--- config.mk ---
export PLATFORM = sky130hd
export DESIGN_NAME = protected_register_access
export DESIGN_NICKNAME = d
export VERILOG_FILES = /design/src/rtl/pra_pkg.sv /design/src/rtl/protected_register_access.sv /design/src/rtl/i2c_byte_slave.sv
export SDC_FILE = /design/constraint.sdc
export NUM_CORES = 2
export LEC_CHECK = 0
export BUFFER_PORTS_ARGS = -buffer_cell sky130_fd_sc_hd__buf_2
export CORE_ASPECT_RATIO = 1.25
export CORE_MARGIN = 2
export CORE_UTILIZATION = 45
export DETAILED_ROUTE_END_ITERATION = 10
export SLEW_MARGIN = 25
export SYNTH_ARGS = -nofsm -noshare
export SYNTH_HDL_FRONTEND = slang
export SYNTH_HIERARCHICAL = 1
export SYNTH_SLANG_ARGS = --single-unit
--- constraint.sdc ---
create_clock -name clk -period 4.5 [get_ports clk]
set_clock_uncertainty 0.2 [all_clocks]
set_input_delay 0.675 -clock clk [delete_from_list [all_inputs] [get_ports clk]]
set_output_delay 0.675 -clock clk [all_outputs]
set_load 0.01 [all_outputs]
--- src/rtl/pra_pkg.sv ---
// package: register offsets, key codes, commands and timing for the access front end
package pra_pkg;
  // register offsets inside operating memory
  localparam logic [7:0] ACCESS_LEVEL_KEY_ADDR = 8'h01;
  localparam logic [7:0] NONVOLATILE_COMMAND_STATUS_ADDR = 8'h02;
  localparam logic [7:0] SLAVE_ADDRESS_LOCK_ADDR = 8'h03;
  localparam logic [7:0] BURST_LENGTH_CONTROL_ADDR = 8'h04;
  localparam logic [7:0] HI_NIBBLE_ADDR = 8'h10;
  localparam logic [7:0] LO_BYTE_ADDR = 8'h11;
  localparam logic [7:0] LUT_FIRST_ADDR = 8'h40;
  localparam logic [7:0] LUT_LAST_ADDR = 8'h7f;
  localparam int MEM_DEPTH = 128;
  localparam int LUT_WORDS = 64;
  // key bytes per level
  localparam logic [7:0] KEY_L1_FIRST = 8'hab;
  localparam logic [7:0] KEY_L1_SECOND = 8'hba;
  localparam logic [7:0] KEY_L2_FIRST = 8'hcd;
  localparam logic [7:0] KEY_L2_SECOND = 8'hf0;
  localparam logic [7:0] KEY_L0_FIRST = 8'h00;
  localparam logic [7:0] KEY_L0_SECOND = 8'hff;
  // level status codes
  localparam logic [7:0] LEVEL_RO = 8'h00;
  localparam logic [7:0] LEVEL_LIMITED = 8'h01;
  localparam logic [7:0] LEVEL_FULL = 8'h03;
  // nonvolatile commands
  localparam logic [7:0] CMD_LOAD = 8'h4e;
  localparam logic [7:0] CMD_STORE = 8'he4;
  // status field positions
  localparam int BUSY_BIT = 0;
  localparam int COR_BIT = 1;
  localparam int UNCORRECTABLE_ERROR_FLAG_BIT = 2;
  // burst control fields
  localparam int BLK_EN_BIT = 7;
  // address lock enable bit
  localparam int LOCK_EN_BIT = 0;
  // burst control reset value: block mode off
  localparam logic [7:0] BLK_RESET = 8'h00;
  // cycles per nonvolatile word step
  localparam int STEP_NS = 100;
  localparam int CLK_NS = 10;
  localparam logic [3:0] STEP_CYCLES = 4'((STEP_NS + CLK_NS - 1) / CLK_NS);
  // slave address (no pin decode in this block)
  localparam logic [6:0] SLAVE_ADDR = 7'h40;
endpackage

--- src/rtl/protected_register_access.sv ---
// protected register access: operating memory, key levels, nv copy engine
// Function
// - every location readable at any level
// - level changes after two key writes
// - 0xCD then 0xF0 enters full write
// - key read returns 0x00, 0x01, 0x03
// - read-only level blocks all writes except key bytes and the 0x4E load command
// - limited level writes lock and burst regs
// - full level writes every location
// - levels nest; full reports limited bit
// - lookup and scratch at 0x40..0x7F
// - power-up loads store automatically
// - command 0x4E loads store contents
// - command 0xE4 stores region to store at full level only
// - busy bit high during load/store
// - corrected error flag on repaired bit
// - uncorrectable flag on bad load data
// - works at 100 and 400 kbit/s
// - multi-byte bursts; block mode bounds them
// - bytes travel msb first
// - receiver acknowledges every byte
// - stop resets register pointer to 0x00
// - eight-bit writes take effect immediately
// - 12-bit value updates on low byte
// - burst past size+1 wraps to start
`timescale 1ns/1ns
`default_nettype none
module protected_register_access (
  // clock and reset
  input wire logic clk,
  input wire logic rstn,
  // i2c pins
  input wire logic scl_in,
  input wire logic sda_in,
  output logic sda_out,
  output logic sda_oe_n,
  // nonvolatile store port (word per address, corrected/uncorrectable flag pair)
  output logic [5:0] nv_addr,
  output logic [7:0] nv_wdata,
  output logic nv_we,
  input wire logic [7:0] nv_rdata,
  input wire logic [1:0] nv_err,
  // state views
  output logic [1:0] level_out,
  output logic busy_out,
  output logic [11:0] value12_out
);
  typedef enum logic [1:0] {
    C_IDLE = 2'b00,
    C_LOAD = 2'b01,
    C_STORE = 2'b10
  } copy_state_t;

  logic start_p, stop_p, wr_p, first_data, rd_req_p;
  logic [7:0] wr_data;
  logic [7:0] rd_byte;
  logic [7:0] mem_q [pra_pkg::MEM_DEPTH];
  logic [7:0] ptr_q, burst_base_q;
  logic [6:0] burst_cnt_q;
  logic [1:0] level_q;
  logic key_armed_q;
  logic [7:0] key_first_q;
  logic [7:0] lock_q, blk_q;
  logic [3:0] hi_pend_q;
  logic [11:0] value12_q;
  copy_state_t cst_q;
  logic [5:0] cidx_q;
  logic [3:0] step_q;
  logic cor_q, uncorrectable_error_flag_q;
  logic boot_q;
  logic wr_ok;
  logic cmd_load, cmd_store;
  logic [7:0] cur_addr;

  // bus bit engine
  i2c_byte_slave u_bits (
    .clk(clk),
    .rstn(rstn),
    .scl_in(scl_in),
    .sda_in(sda_in),
    .sda_out(sda_out),
    .sda_oe_n(sda_oe_n),
    .start_p(start_p),
    .stop_p(stop_p),
    .wr_p(wr_p),
    .wr_data(wr_data),
    .first_data(first_data),
    .rd_req_p(rd_req_p),
    .rd_data(rd_byte)
  );

  // write permission per level and target
  function automatic logic allowed(input logic [1:0] lvl,
                                   input logic [7:0] a);
    if (lvl == 2'b11) begin
      allowed = 1'b1;
    end else if (lvl == 2'b01) begin
      allowed = (a == pra_pkg::SLAVE_ADDRESS_LOCK_ADDR) ||
                (a == pra_pkg::BURST_LENGTH_CONTROL_ADDR);
    end else begin
      allowed = 1'b0;
    end
  endfunction

  // first data byte of a write sets the pointer, later ones carry data
  assign cur_addr = ptr_q;
  assign wr_ok = wr_p && !first_data && allowed(level_q, cur_addr) &&
                 cur_addr < 8'(pra_pkg::MEM_DEPTH);
  assign cmd_load = wr_p && !first_data &&
                    cur_addr == pra_pkg::NONVOLATILE_COMMAND_STATUS_ADDR &&
                    wr_data == pra_pkg::CMD_LOAD && cst_q == C_IDLE;
  assign cmd_store = wr_p && !first_data && level_q == 2'b11 &&
                     cur_addr == pra_pkg::NONVOLATILE_COMMAND_STATUS_ADDR &&
                     wr_data == pra_pkg::CMD_STORE && cst_q == C_IDLE;

  // read mux; read access never depends on level, only the key byte reports it
  always_comb begin
    if (cur_addr == pra_pkg::ACCESS_LEVEL_KEY_ADDR) begin
      if (level_q == 2'b11) rd_byte = pra_pkg::LEVEL_FULL;
      else if (level_q == 2'b01) rd_byte = pra_pkg::LEVEL_LIMITED;
      else rd_byte = pra_pkg::LEVEL_RO;
    end else if (cur_addr == pra_pkg::NONVOLATILE_COMMAND_STATUS_ADDR) begin
      rd_byte = 8'h00;
      rd_byte[pra_pkg::BUSY_BIT] = cst_q != C_IDLE;
      rd_byte[pra_pkg::COR_BIT] = cor_q;
      rd_byte[pra_pkg::UNCORRECTABLE_ERROR_FLAG_BIT] = uncorrectable_error_flag_q;
    end else if (cur_addr == pra_pkg::SLAVE_ADDRESS_LOCK_ADDR) begin
      rd_byte = lock_q;
    end else if (cur_addr == pra_pkg::BURST_LENGTH_CONTROL_ADDR) begin
      rd_byte = blk_q;
    end else if (cur_addr == pra_pkg::HI_NIBBLE_ADDR) begin
      rd_byte = {4'h0, value12_q[11:8]};
    end else if (cur_addr == pra_pkg::LO_BYTE_ADDR) begin
      rd_byte = value12_q[7:0];
    end else if (cur_addr < 8'(pra_pkg::MEM_DEPTH)) begin
      rd_byte = mem_q[cur_addr[6:0]];
    end else begin
      rd_byte = 8'h00;
    end
  end

  // register pointer: set by first byte, advances, wraps, cleared on stop
  always_ff @(posedge clk) begin
    if (!rstn) begin
      ptr_q <= 8'h00;
      burst_base_q <= 8'h00;
      burst_cnt_q <= 7'h00;
    end else if (stop_p) begin
      ptr_q <= 8'h00;
      burst_cnt_q <= 7'h00;
    end else if (wr_p && first_data) begin
      ptr_q <= wr_data;
      burst_base_q <= wr_data;
      burst_cnt_q <= 7'h00;
    end else if ((wr_p && !first_data) || (rd_req_p && !start_p)) begin
      // wrap after size+1 transfers when limiting is on
      if (blk_q[pra_pkg::BLK_EN_BIT] && burst_cnt_q == blk_q[6:0]) begin
        ptr_q <= burst_base_q;
        burst_cnt_q <= 7'h00;
      end else begin
        ptr_q <= ptr_q + 8'h01;
        burst_cnt_q <= burst_cnt_q + 7'h01;
      end
    end
  end

  // key sequence; level moves only on a matched second byte
  always_ff @(posedge clk) begin
    if (!rstn) begin
      level_q <= 2'b00;
      key_armed_q <= 1'b0;
      key_first_q <= 8'h00;
    end else if (wr_p && !first_data) begin
      if (cur_addr == pra_pkg::ACCESS_LEVEL_KEY_ADDR) begin
        if (!key_armed_q) begin
          key_armed_q <= 1'b1;
          key_first_q <= wr_data;
        end else begin
          key_armed_q <= 1'b0; // mismatch restarts the sequence
          if (key_first_q == pra_pkg::KEY_L2_FIRST &&
              wr_data == pra_pkg::KEY_L2_SECOND) begin
            level_q <= 2'b11;
          end else if (key_first_q == pra_pkg::KEY_L1_FIRST &&
                       wr_data == pra_pkg::KEY_L1_SECOND) begin
            level_q <= 2'b01;
          end else if (key_first_q == pra_pkg::KEY_L0_FIRST &&
                       wr_data == pra_pkg::KEY_L0_SECOND) begin
            level_q <= 2'b00;
          end else if (wr_data == pra_pkg::KEY_L2_FIRST ||
                       wr_data == pra_pkg::KEY_L1_FIRST) begin
            key_armed_q <= 1'b1; // a fresh L1 or L2 first byte rearms
            key_first_q <= wr_data;
          end
        end
      end else begin
        key_armed_q <= 1'b0; // writes must be back to back
      end
    end
  end

  // eight-bit control registers take effect at byte end
  always_ff @(posedge clk) begin
    if (!rstn) begin
      lock_q <= 8'h00;
      blk_q <= pra_pkg::BLK_RESET;
    end else if (wr_ok) begin
      if (cur_addr == pra_pkg::SLAVE_ADDRESS_LOCK_ADDR) lock_q <= wr_data;
      if (cur_addr == pra_pkg::BURST_LENGTH_CONTROL_ADDR) blk_q <= wr_data;
    end
  end

  // split 12-bit value: nibble waits for the low byte
  always_ff @(posedge clk) begin
    if (!rstn) begin
      hi_pend_q <= 4'h0;
      value12_q <= 12'h000;
    end else if (wr_ok) begin
      if (cur_addr == pra_pkg::HI_NIBBLE_ADDR) hi_pend_q <= wr_data[3:0];
      if (cur_addr == pra_pkg::LO_BYTE_ADDR) value12_q <= {hi_pend_q, wr_data};
    end
  end

  // copy engine between store and the lookup region
  always_ff @(posedge clk) begin
    if (!rstn) begin
      cst_q <= C_IDLE;
      cidx_q <= 6'h00;
      step_q <= 4'h0;
      cor_q <= 1'b0;
      uncorrectable_error_flag_q <= 1'b0;
      boot_q <= 1'b1;
      nv_we <= 1'b0;
    end else begin
      nv_we <= 1'b0;
      case (cst_q)
        C_IDLE: begin
          step_q <= 4'h0;
          cidx_q <= 6'h00;
          if (boot_q || cmd_load) begin
            boot_q <= 1'b0;
            cst_q <= C_LOAD;
            cor_q <= 1'b0;
            uncorrectable_error_flag_q <= 1'b0;
          end else if (cmd_store) begin
            cst_q <= C_STORE;
          end
        end
        C_LOAD, C_STORE: begin
          if (step_q == pra_pkg::STEP_CYCLES - 4'h1) begin
            step_q <= 4'h0;
            if (cst_q == C_LOAD) begin
              if (nv_err[0]) cor_q <= 1'b1;
              if (nv_err[1]) uncorrectable_error_flag_q <= 1'b1;
            end else begin
              nv_we <= 1'b1;
            end
            if (cidx_q == 6'(pra_pkg::LUT_WORDS - 1)) cst_q <= C_IDLE;
            cidx_q <= cidx_q + 6'h01;
          end else begin
            step_q <= step_q + 4'h1;
          end
        end
        default: cst_q <= C_IDLE;
      endcase
    end
  end

  // store port address and data follow the copy index
  always_ff @(posedge clk) begin
    if (!rstn) begin
      nv_addr <= 6'h00;
      nv_wdata <= 8'h00;
    end else begin
      nv_addr <= cidx_q;
      nv_wdata <= mem_q[{1'b1, cidx_q}];
    end
  end

  // operating memory; loads take priority over bus writes
  genvar g;
  generate
    for (g = 0; g < pra_pkg::MEM_DEPTH; g++) begin : g_mem
      always_ff @(posedge clk) begin
        if (!rstn) begin
          mem_q[g] <= 8'h00;
        end else if (cst_q == C_LOAD && g >= 64 &&
                     step_q == pra_pkg::STEP_CYCLES - 4'h1 &&
                     cidx_q == 6'(g - 64)) begin
          mem_q[g] <= nv_rdata;
        end else if (wr_ok && cur_addr == 8'(g)) begin
          mem_q[g] <= wr_data;
        end
      end
    end
  endgenerate

  // state views
  always_ff @(posedge clk) begin
    if (!rstn) begin
      level_out <= 2'b00;
      busy_out <= 1'b0;
      value12_out <= 12'h000;
    end else begin
      level_out <= level_q;
      busy_out <= cst_q != C_IDLE;
      value12_out <= value12_q;
    end
  end
endmodule
`default_nettype wire

--- src/rtl/i2c_byte_slave.sv ---
// i2c slave bit engine: start/stop, address match, byte shift and ack
`timescale 1ns/1ns
`default_nettype none
module i2c_byte_slave (
  // clock and reset
  input wire logic clk,
  input wire logic rstn,
  // bus pins (oe low drives sda low)
  input wire logic scl_in,
  input wire logic sda_in,
  output logic sda_out,
  output logic sda_oe_n,
  // byte interface
  output logic start_p,
  output logic stop_p,
  output logic wr_p,
  output logic [7:0] wr_data,
  output logic first_data,
  output logic rd_req_p,
  input wire logic [7:0] rd_data
);
  typedef enum logic [2:0] {
    S_IDLE = 3'b000,
    S_ADDR = 3'b001,
    S_AACK = 3'b010,
    S_WR = 3'b011,
    S_WACK = 3'b100,
    S_RD = 3'b101,
    S_RACK = 3'b110
  } bit_state_t;
  logic [2:0] scl_s, sda_s;
  logic scl_q, sda_q, scl_prev_q, sda_prev_q;
  bit_state_t st_q;
  logic [7:0] sh_q;
  logic [3:0] cnt_q;
  logic first_q;
  logic rise, fall, start_c, stop_c;

  // three-stage sync; a level counts once stages two and three agree
  always_ff @(posedge clk) begin
    if (!rstn) begin
      scl_s <= 3'b111;
      sda_s <= 3'b111;
      scl_q <= 1'b1;
      sda_q <= 1'b1;
    end else begin
      scl_s <= {scl_s[1:0], scl_in};
      sda_s <= {sda_s[1:0], sda_in};
      if (scl_s[1] == scl_s[2]) scl_q <= scl_s[2];
      if (sda_s[1] == sda_s[2]) sda_q <= sda_s[2];
    end
  end

  always_ff @(posedge clk) begin
    if (!rstn) begin
      scl_prev_q <= 1'b1;
      sda_prev_q <= 1'b1;
    end else begin
      scl_prev_q <= scl_q;
      sda_prev_q <= sda_q;
    end
  end

  assign rise = scl_q && !scl_prev_q;
  assign fall = !scl_q && scl_prev_q;
  assign start_c = scl_q && scl_prev_q && sda_prev_q && !sda_q;
  assign stop_c = scl_q && scl_prev_q && !sda_prev_q && sda_q;

  // protocol sequencer; sampling on rise keeps it rate independent
  always_ff @(posedge clk) begin
    if (!rstn) begin
      st_q <= S_IDLE;
      sh_q <= 8'h00;
      cnt_q <= 4'h0;
      first_q <= 1'b0;
      sda_out <= 1'b1;
      sda_oe_n <= 1'b1;
      start_p <= 1'b0;
      stop_p <= 1'b0;
      wr_p <= 1'b0;
      wr_data <= 8'h00;
      first_data <= 1'b0;
      rd_req_p <= 1'b0;
    end else begin
      start_p <= start_c;
      stop_p <= stop_c;
      wr_p <= 1'b0;
      rd_req_p <= 1'b0;
      if (start_c) begin
        st_q <= S_ADDR;
        cnt_q <= 4'h0;
        sda_oe_n <= 1'b1;
      end else if (stop_c) begin
        st_q <= S_IDLE;
        sda_oe_n <= 1'b1;
      end else begin
        case (st_q)
          S_IDLE: begin
            sda_oe_n <= 1'b1;
          end
          S_ADDR, S_WR: begin
            if (rise) begin
              sh_q <= {sh_q[6:0], sda_q}; // msb first
              cnt_q <= cnt_q + 4'h1;
            end else if (fall && cnt_q == 4'h8) begin
              cnt_q <= 4'h0;
              if (st_q == S_ADDR) begin
                if (sh_q[7:1] == pra_pkg::SLAVE_ADDR) begin
                  sda_oe_n <= 1'b0; // ack the address
                  sda_out <= 1'b0;
                  st_q <= S_AACK;
                  first_q <= 1'b1; // next written byte sets the pointer
                end else begin
                  st_q <= S_IDLE;
                end
              end else begin
                sda_oe_n <= 1'b0; // ack each written byte
                sda_out <= 1'b0;
                wr_p <= 1'b1;
                wr_data <= sh_q;
                first_data <= first_q;
                first_q <= 1'b0;
                st_q <= S_WACK;
              end
            end
          end
          S_AACK, S_WACK: begin
            if (fall) begin
              if (st_q == S_AACK && sh_q[0]) begin
                st_q <= S_RD;
                sda_oe_n <= rd_data[7]; // read data msb first
                sda_out <= 1'b0;
                sh_q <= {rd_data[6:0], 1'b1};
                cnt_q <= 4'h1;
              end else begin
                sda_oe_n <= 1'b1;
                st_q <= S_WR;
              end
            end
          end
          S_RD: begin
            if (fall) begin
              if (cnt_q == 4'h8) begin
                sda_oe_n <= 1'b1; // release for master ack
                st_q <= S_RACK;
              end else begin
                sda_oe_n <= sh_q[7];
                sh_q <= {sh_q[6:0], 1'b1};
                cnt_q <= cnt_q + 4'h1;
              end
            end
          end
          S_RACK: begin
            if (rise) begin
              if (sda_q) begin
                st_q <= S_IDLE; // master nak ends reading
              end else begin
                rd_req_p <= 1'b1;
              end
            end else if (fall) begin
              st_q <= S_RD;
              sda_oe_n <= rd_data[7];
              sh_q <= {rd_data[6:0], 1'b1};
              cnt_q <= 4'h1;
            end
          end
          default: st_q <= S_IDLE;
        endcase
      end
    end
  end
endmodule
`default_nettype wire

== After elaboration in Yosys (flattened, before gate mapping) ==
Memory sizes are Yosys's and may differ from the RTL's. A register that Yosys moved wholly into a read port is not among the register bits.
Index checks and enable logic that the tools add are counted.
Widths: inputs -> output; s select.
Word-level totals
  word-level logic and storage cells: 1701
  RAM bits: 1024
  input port bits: 14
  memories kept: 1
  bits in registers: 144
  output and inout port bits: 32
Memories
  mem_q: words 128, bits a word 8, read ports 2, clocked after Yosys merged registers in 2, wr ports 128, RTL line protected_register_access.sv:57  | logic [7:0] mem_q [pra_pkg::MEM_DEPTH];
Operators by class
  bitwise operators: 202
  add/sub/neg operators: 5
  mux-type cells: 932
  reductions and logical operators: 271
  $lt $le $gt $ge: 1
  equality and inequality tests: 249
Operators with widths (count)
  $mux 8: 215
  $mux 1: 676
  $eq 8x7->1 const B: 65
  $eq 8x6->1 const B: 32
  $logic_and 1x1->1: 218
  $eq 6x6->1 const B: 32
  $or 1x1->1: 192
  $eq 8x5->1 const B: 16
  $eq 6x5->1 const B: 16
  $eq 8x4->1 const B: 8
  $eq 8x8->1 const B: 8
  $eq 6x4->1 const B: 8
  $mux 4: 9
  $eq 8x3->1 const B: 4
  $pmux 8 s4: 1
  $reduce_and 8->1: 4
  $mux 3: 10
  $eq 6x3->1 const B: 4
  $ne 2x2->1 const B: 12
  $mux 7: 3
  $ne 2x1->1 const B: 9
  $reduce_and 6->1: 3
  $eq 8x2->1 const B: 2
  $logic_not 8->1: 2
  other kinds (53): 111

== Longest topological paths before layout ==
  depth after elaboration: 12
  mapped depth: 14

== By module ==
The synthesis kept the hierarchy.
Modules (own cells, without submodules)
  protected_register_access: cells each 4178, seq. area each 33111.8 um2, area each 58970.3 um2, instances 1
  i2c_byte_slave: cells each 226, seq. area each 820.8 um2, area each 2070.7 um2, instances 1

== Worst setup path after synthesis ==
Ideal clock, no wire load.
  path kind: reg2reg
  from: register ptr_q[0], in the netlist cur_addr[0]
  to: memory mem_q[76][0] (enable)
  path buffers: 3
  arrival time: 2.871 ns
  clock period less this slack: 3.449 ns
  slack: 1.051 ns
  required time: 3.922 ns
  cell stages (with the launch flop): 10
  cell sequence: dfxtp_1 -> ha_1 -> buf_2 -> nor3b_1 -> o21ai_1 -> a2111oi_4 -> nand3_1 -> buf_2 -> buf_2 -> o221ai_1
RTL lines
  start, declared: RTL line protected_register_access.sv:58  | logic [7:0] ptr_q, burst_base_q;
  start signal, assigned: RTL line protected_register_access.sv:152  | ptr_q <= wr_data;
  start signal, assigned: RTL line protected_register_access.sv:158  | ptr_q <= burst_base_q;
  start signal, assigned: RTL line protected_register_access.sv:161  | ptr_q <= ptr_q + 8'h01;
  end, declared: RTL line protected_register_access.sv:57

==> run summary <==
The endpoint identified for the worst register-to-register timing path is u_bits/sh_q[4]. In this run, synthesis produced a sequential element count of 1,183. Counting stages on the worst path, the most repeated cell is sky130_fd_sc_hd__buf_4. The wire-length estimate of the detail-placed layout is 145,000 µm. In this run the tightest slew margin relative to its limit is 0.246.

The wire length after detailed routing came out at about 220,000 µm. The largest registers in the layout are mem_q: 1024 flops, value12_out: 12 flops, value12_q: 12 flops. The design internal power is about 18 mW. The share of synthesized registers carrying an async set or reset came out at 0.

The cell at the root of the clock tree is sky130_fd_sc_hd__clkbuf_16. The share of total power dissipated in the clock network is 0.427. The area of the die is around 140,000 µm². The summed instance area of the synthesized netlist came out at about 61,000 µm². In this run the power spent charging and discharging nets is 5.07 mW. The number of placement rows is 151.

Setup violations remaining at the end of the flow were counted as 0. The switching portion of total power came out at 0.221. The worst min-delay path class is input pin to flip-flop. The combinational group share of total power came out at 0.037.

In the final routed layout, each cell accounts on average for 34.5 µm. The number of synthesized flops with an enable pin is roughly 1,000. The total routing resource utilization after global routing came out at 0.307. Yosys printed 6 warnings.

mem_q holds more flip-flops than any other register. The largest driver fanout on the critical path came out at 34. The area fraction of the dominant cell type after synthesis came out at 0.504. The post-CTS setup repair buffer count is 0. For this design, the slowest cell found on the critical path is sky130_fd_sc_hd__o41ai_2.

The detailed-route DRC error count came out at 0. The final sum of negative setup slack came out at 0 ps. The peak supply drop came out at around 0.28 mV. The maximum operating frequency came out at 251 MHz. The via density per instance is 6.81. The die is 333 µm wide.

The fraction of layout instances using a drive strength above 1 is 0.236. The worst path needs between 3000 and 4000 ps of the cycle, external delays included. The critical path required time is 4860 ps. The final count of hold timing violations came out at 0. The setup slack at placement is 551 ps. The clock-pin slew reported for the worst setup and hold paths after clock tree synthesis came out at 60 ps. The flow ran to the end, and the final reports show no timing, DRC or antenna violations. The core footprint came out at approximately 140,000 µm². In the layout the commonest cells are sky130_fd_sc_hd__edfxtp_1 (1,024), sky130_fd_sc_hd__a22o_1 (533), sky130_fd_sc_hd__mux4_2 (429). The detailed router finished its first iteration with 5,324 violations. Across all register-to-register paths, the minimum setup slack is 520 ps.

The wire length of the first global-routing pass is 306,000 µm. The largest net degree at the start of global routing came out at 129. After the last flow step, the layout net total stands at 4,419. Leaving out fill and tap cells, the most frequent cell in the layout is sky130_fd_sc_hd__edfxtp_1. The count of final max-slew check failures is 0. The starting density of the core came out at 0.452. The worst path arrival time came out at 4340 ps. The count of nets left with antenna violations once routing finished came out at 0. The leakage power summed over all cells is 24.3 nW. The number of port buffers came out at 45.

The ratio of total power to cell area is about 340 nW/µm². Counting every instance in the synthesized netlist gives 4,404. The reported max-cap violation count is 0. The worst setup path is launched from a flip-flop.

The congestion estimate from routability-driven global placement came to ~1.0. TritonCTS built the clock tree. The final worst-path cycle share is 0.885. The final-layout worst hold slack is ~170 ps.

The maximum clock insertion buffer count came out at 3. The footprint of the flip-flops and latches came out at 34,000 µm². The H-tree depth came out at 3. The register with the most flip-flops in the layout has 1,024 of them. The number of antenna violations at the first check in global routing came to 17.

In the synthesized netlist the dominant register cell turns out to be sky130_fd_sc_hd__edfxtp_1. The number of cells on the worst reg-to-reg path is 10. The multi-input combinational cells in the finished layout cover a total of around 25,000 µm². The number of global-route vias before repair was 41,200. Relative to the synthesized area, the layout overhead comes to 11.4%. For this run, the slowest stage of the critical path takes about 660 ps. The number of top-level design ports came out at 46. The clock insertion delay at the later pin of the skew report came out at 790 ps. Setup repair after global routing left no endpoint under its margin.

The total number of clock tree sinks came out at about 1,200. The pre-antenna-repair detailed-routing pass consisted of 6 iterations. After synthesis, the cell types taking the most area are sky130_fd_sc_hd__edfxtp_1 (50%), sky130_fd_sc_hd__mux4_2 (16%), sky130_fd_sc_hd__a22o_1 (7.6%), sky130_fd_sc_hd__dfxtp_1 (5.2%), sky130_fd_sc_hd__and3_1 (3.0%). The total of fill cells in the finished design is 11,300. The number of vias in the routed layout is 42,600.

The worst setup path is captured at a flip-flop. When the netlist entered floorplanning its net count stood at 4,438. The critical path is of the flip-flop to flip-flop type. The sequential share of the synthesized area is 0.556.

The power share of the sequential group came out at 0.536. The setup slack after layout is 519 ps. The total CTS buffers came out at 118. The total overflow left after global routing is 0.

Of all cell types, the one taking the most synthesized area is sky130_fd_sc_hd__edfxtp_1. The most critical setup path has its endpoint at u_bits/sh_q[4]. Counting distinct cell types in the post-synthesis netlist gives 83. The transition time at the pin with the least slew margin came out at 1130 ps. Traced cell by cell, the critical path runs through buf_12, buf_4, mux4_2, a22oi_1, a21oi_1, o41ai_2, buf_4, a31oi_1, mux2i_1, a211oi_1. The post-synthesis area per instance is between 10 and 15 µm². The vertical extent of the die came out at 416 µm.
critical path, delay by kind of cell (launching register included):
kind,cells,cell delay (ps)
compound gates,5,1380
buf+inv,3,840
mux,2,700
flops,1,630
routing by layer:
| layer | GRT usage | part of all wire | up-vias |
|---|---|---|---|
| li1 | - | - | 17600 |
| met1 | 0.377 | 0.36 | 21800 |
| met2 | 0.494 | 0.47 | 2565 |
| met3 | 0.0734 | 0.10 | 587 |
| met4 | 0.184 | 0.068 | 12 |
| met5 | 0 | 0.00037 | - |
stage by stage:
stage                     utilization  cell area [µm²]  total power, mW  cells
final                           0.503            68000             22.9   6249
after global routing            0.503            68000             23.4   6244
after CTS                       0.503            68000             22.9   6243
after detailed placement        0.475            64200             13.3   6021
after global placement          0.475            64200             13.3   6019
after floorplan                     -            61000             12.9   4404
worst min path at each step:
stage / slack [ps] / startpoint / endpoint / depth (start not counted)
2_1_floorplan: 190 / u_bits/scl_s[0] / u_bits/scl_s[1] / 1
3_3_place_gp: 210 / u_bits/scl_s[0] / u_bits/scl_s[1] / 1
3_5_place_dp: 200 / u_bits/scl_s[0] / u_bits/scl_s[1] / 1
4_1_cts: 130 / rstn / nv_wdata[5] / 2
5_1_grt: 150 / rstn / nv_wdata[2] / 2
6_report: 170 / nv_err[0] / cor_q / 3
cell usage after synthesis, drive strengths merged, types with 65 or more instances:
library cell and instances:
and3 288, nand2 116, dfxtp 159, nor2 250, clkbuf 426, mux4 429, buf 65, edfxtp 1024
and2 274, o21ai 152, a21oi 67, a22o 533
layout make-up:
type,count,area share
Antenna cell,5,0.000184
Multi-Input combinational cell,2699,0.370
Inverter,31,0.00171
Clock inverter,55,0.00596
Sequential cell,1183,0.500
Tap cell,1759,0.0324
Clock buffer,165,0.0490
Timing Repair Buffer,352,0.0407
kinds of logic after synthesis:
kind of cell / count (synthesis) / synth area share
AO/OA/AOI/OAI: 1011 / 0.129
XOR/XNOR: 25 / 0.00359
adder cells (fa/ha/maj): 21 / 0.00426
buffers and inverters: 522 / 0.0332
flip-flops: 1183 / 0.556
multiplexers: 484 / 0.167
AND/OR/NAND/NOR: 1158 / 0.106
power groups by stage:
stage               Sequential, mW  Clock (mW)  Combinational (mW)
finish                        12.3        9.79               0.848
global route                  12.3        10.3               0.872
CTS                           12.3        9.84               0.834
detailed placement            12.5           0               0.831
global placement              12.5           0               0.822
floorplan                     12.4           0               0.469
repair_timing:
| action | in CTS | in global routing |
|---|---|---|
| resized for setup | 0 | 0 |
| setup endpoints to repair | 0 | 0 |
| hold endpoints to repair | 2 | 0 |
| hold buffers | 2 | 0 |
No activity file was read; power rests on OpenSTA's default activity.
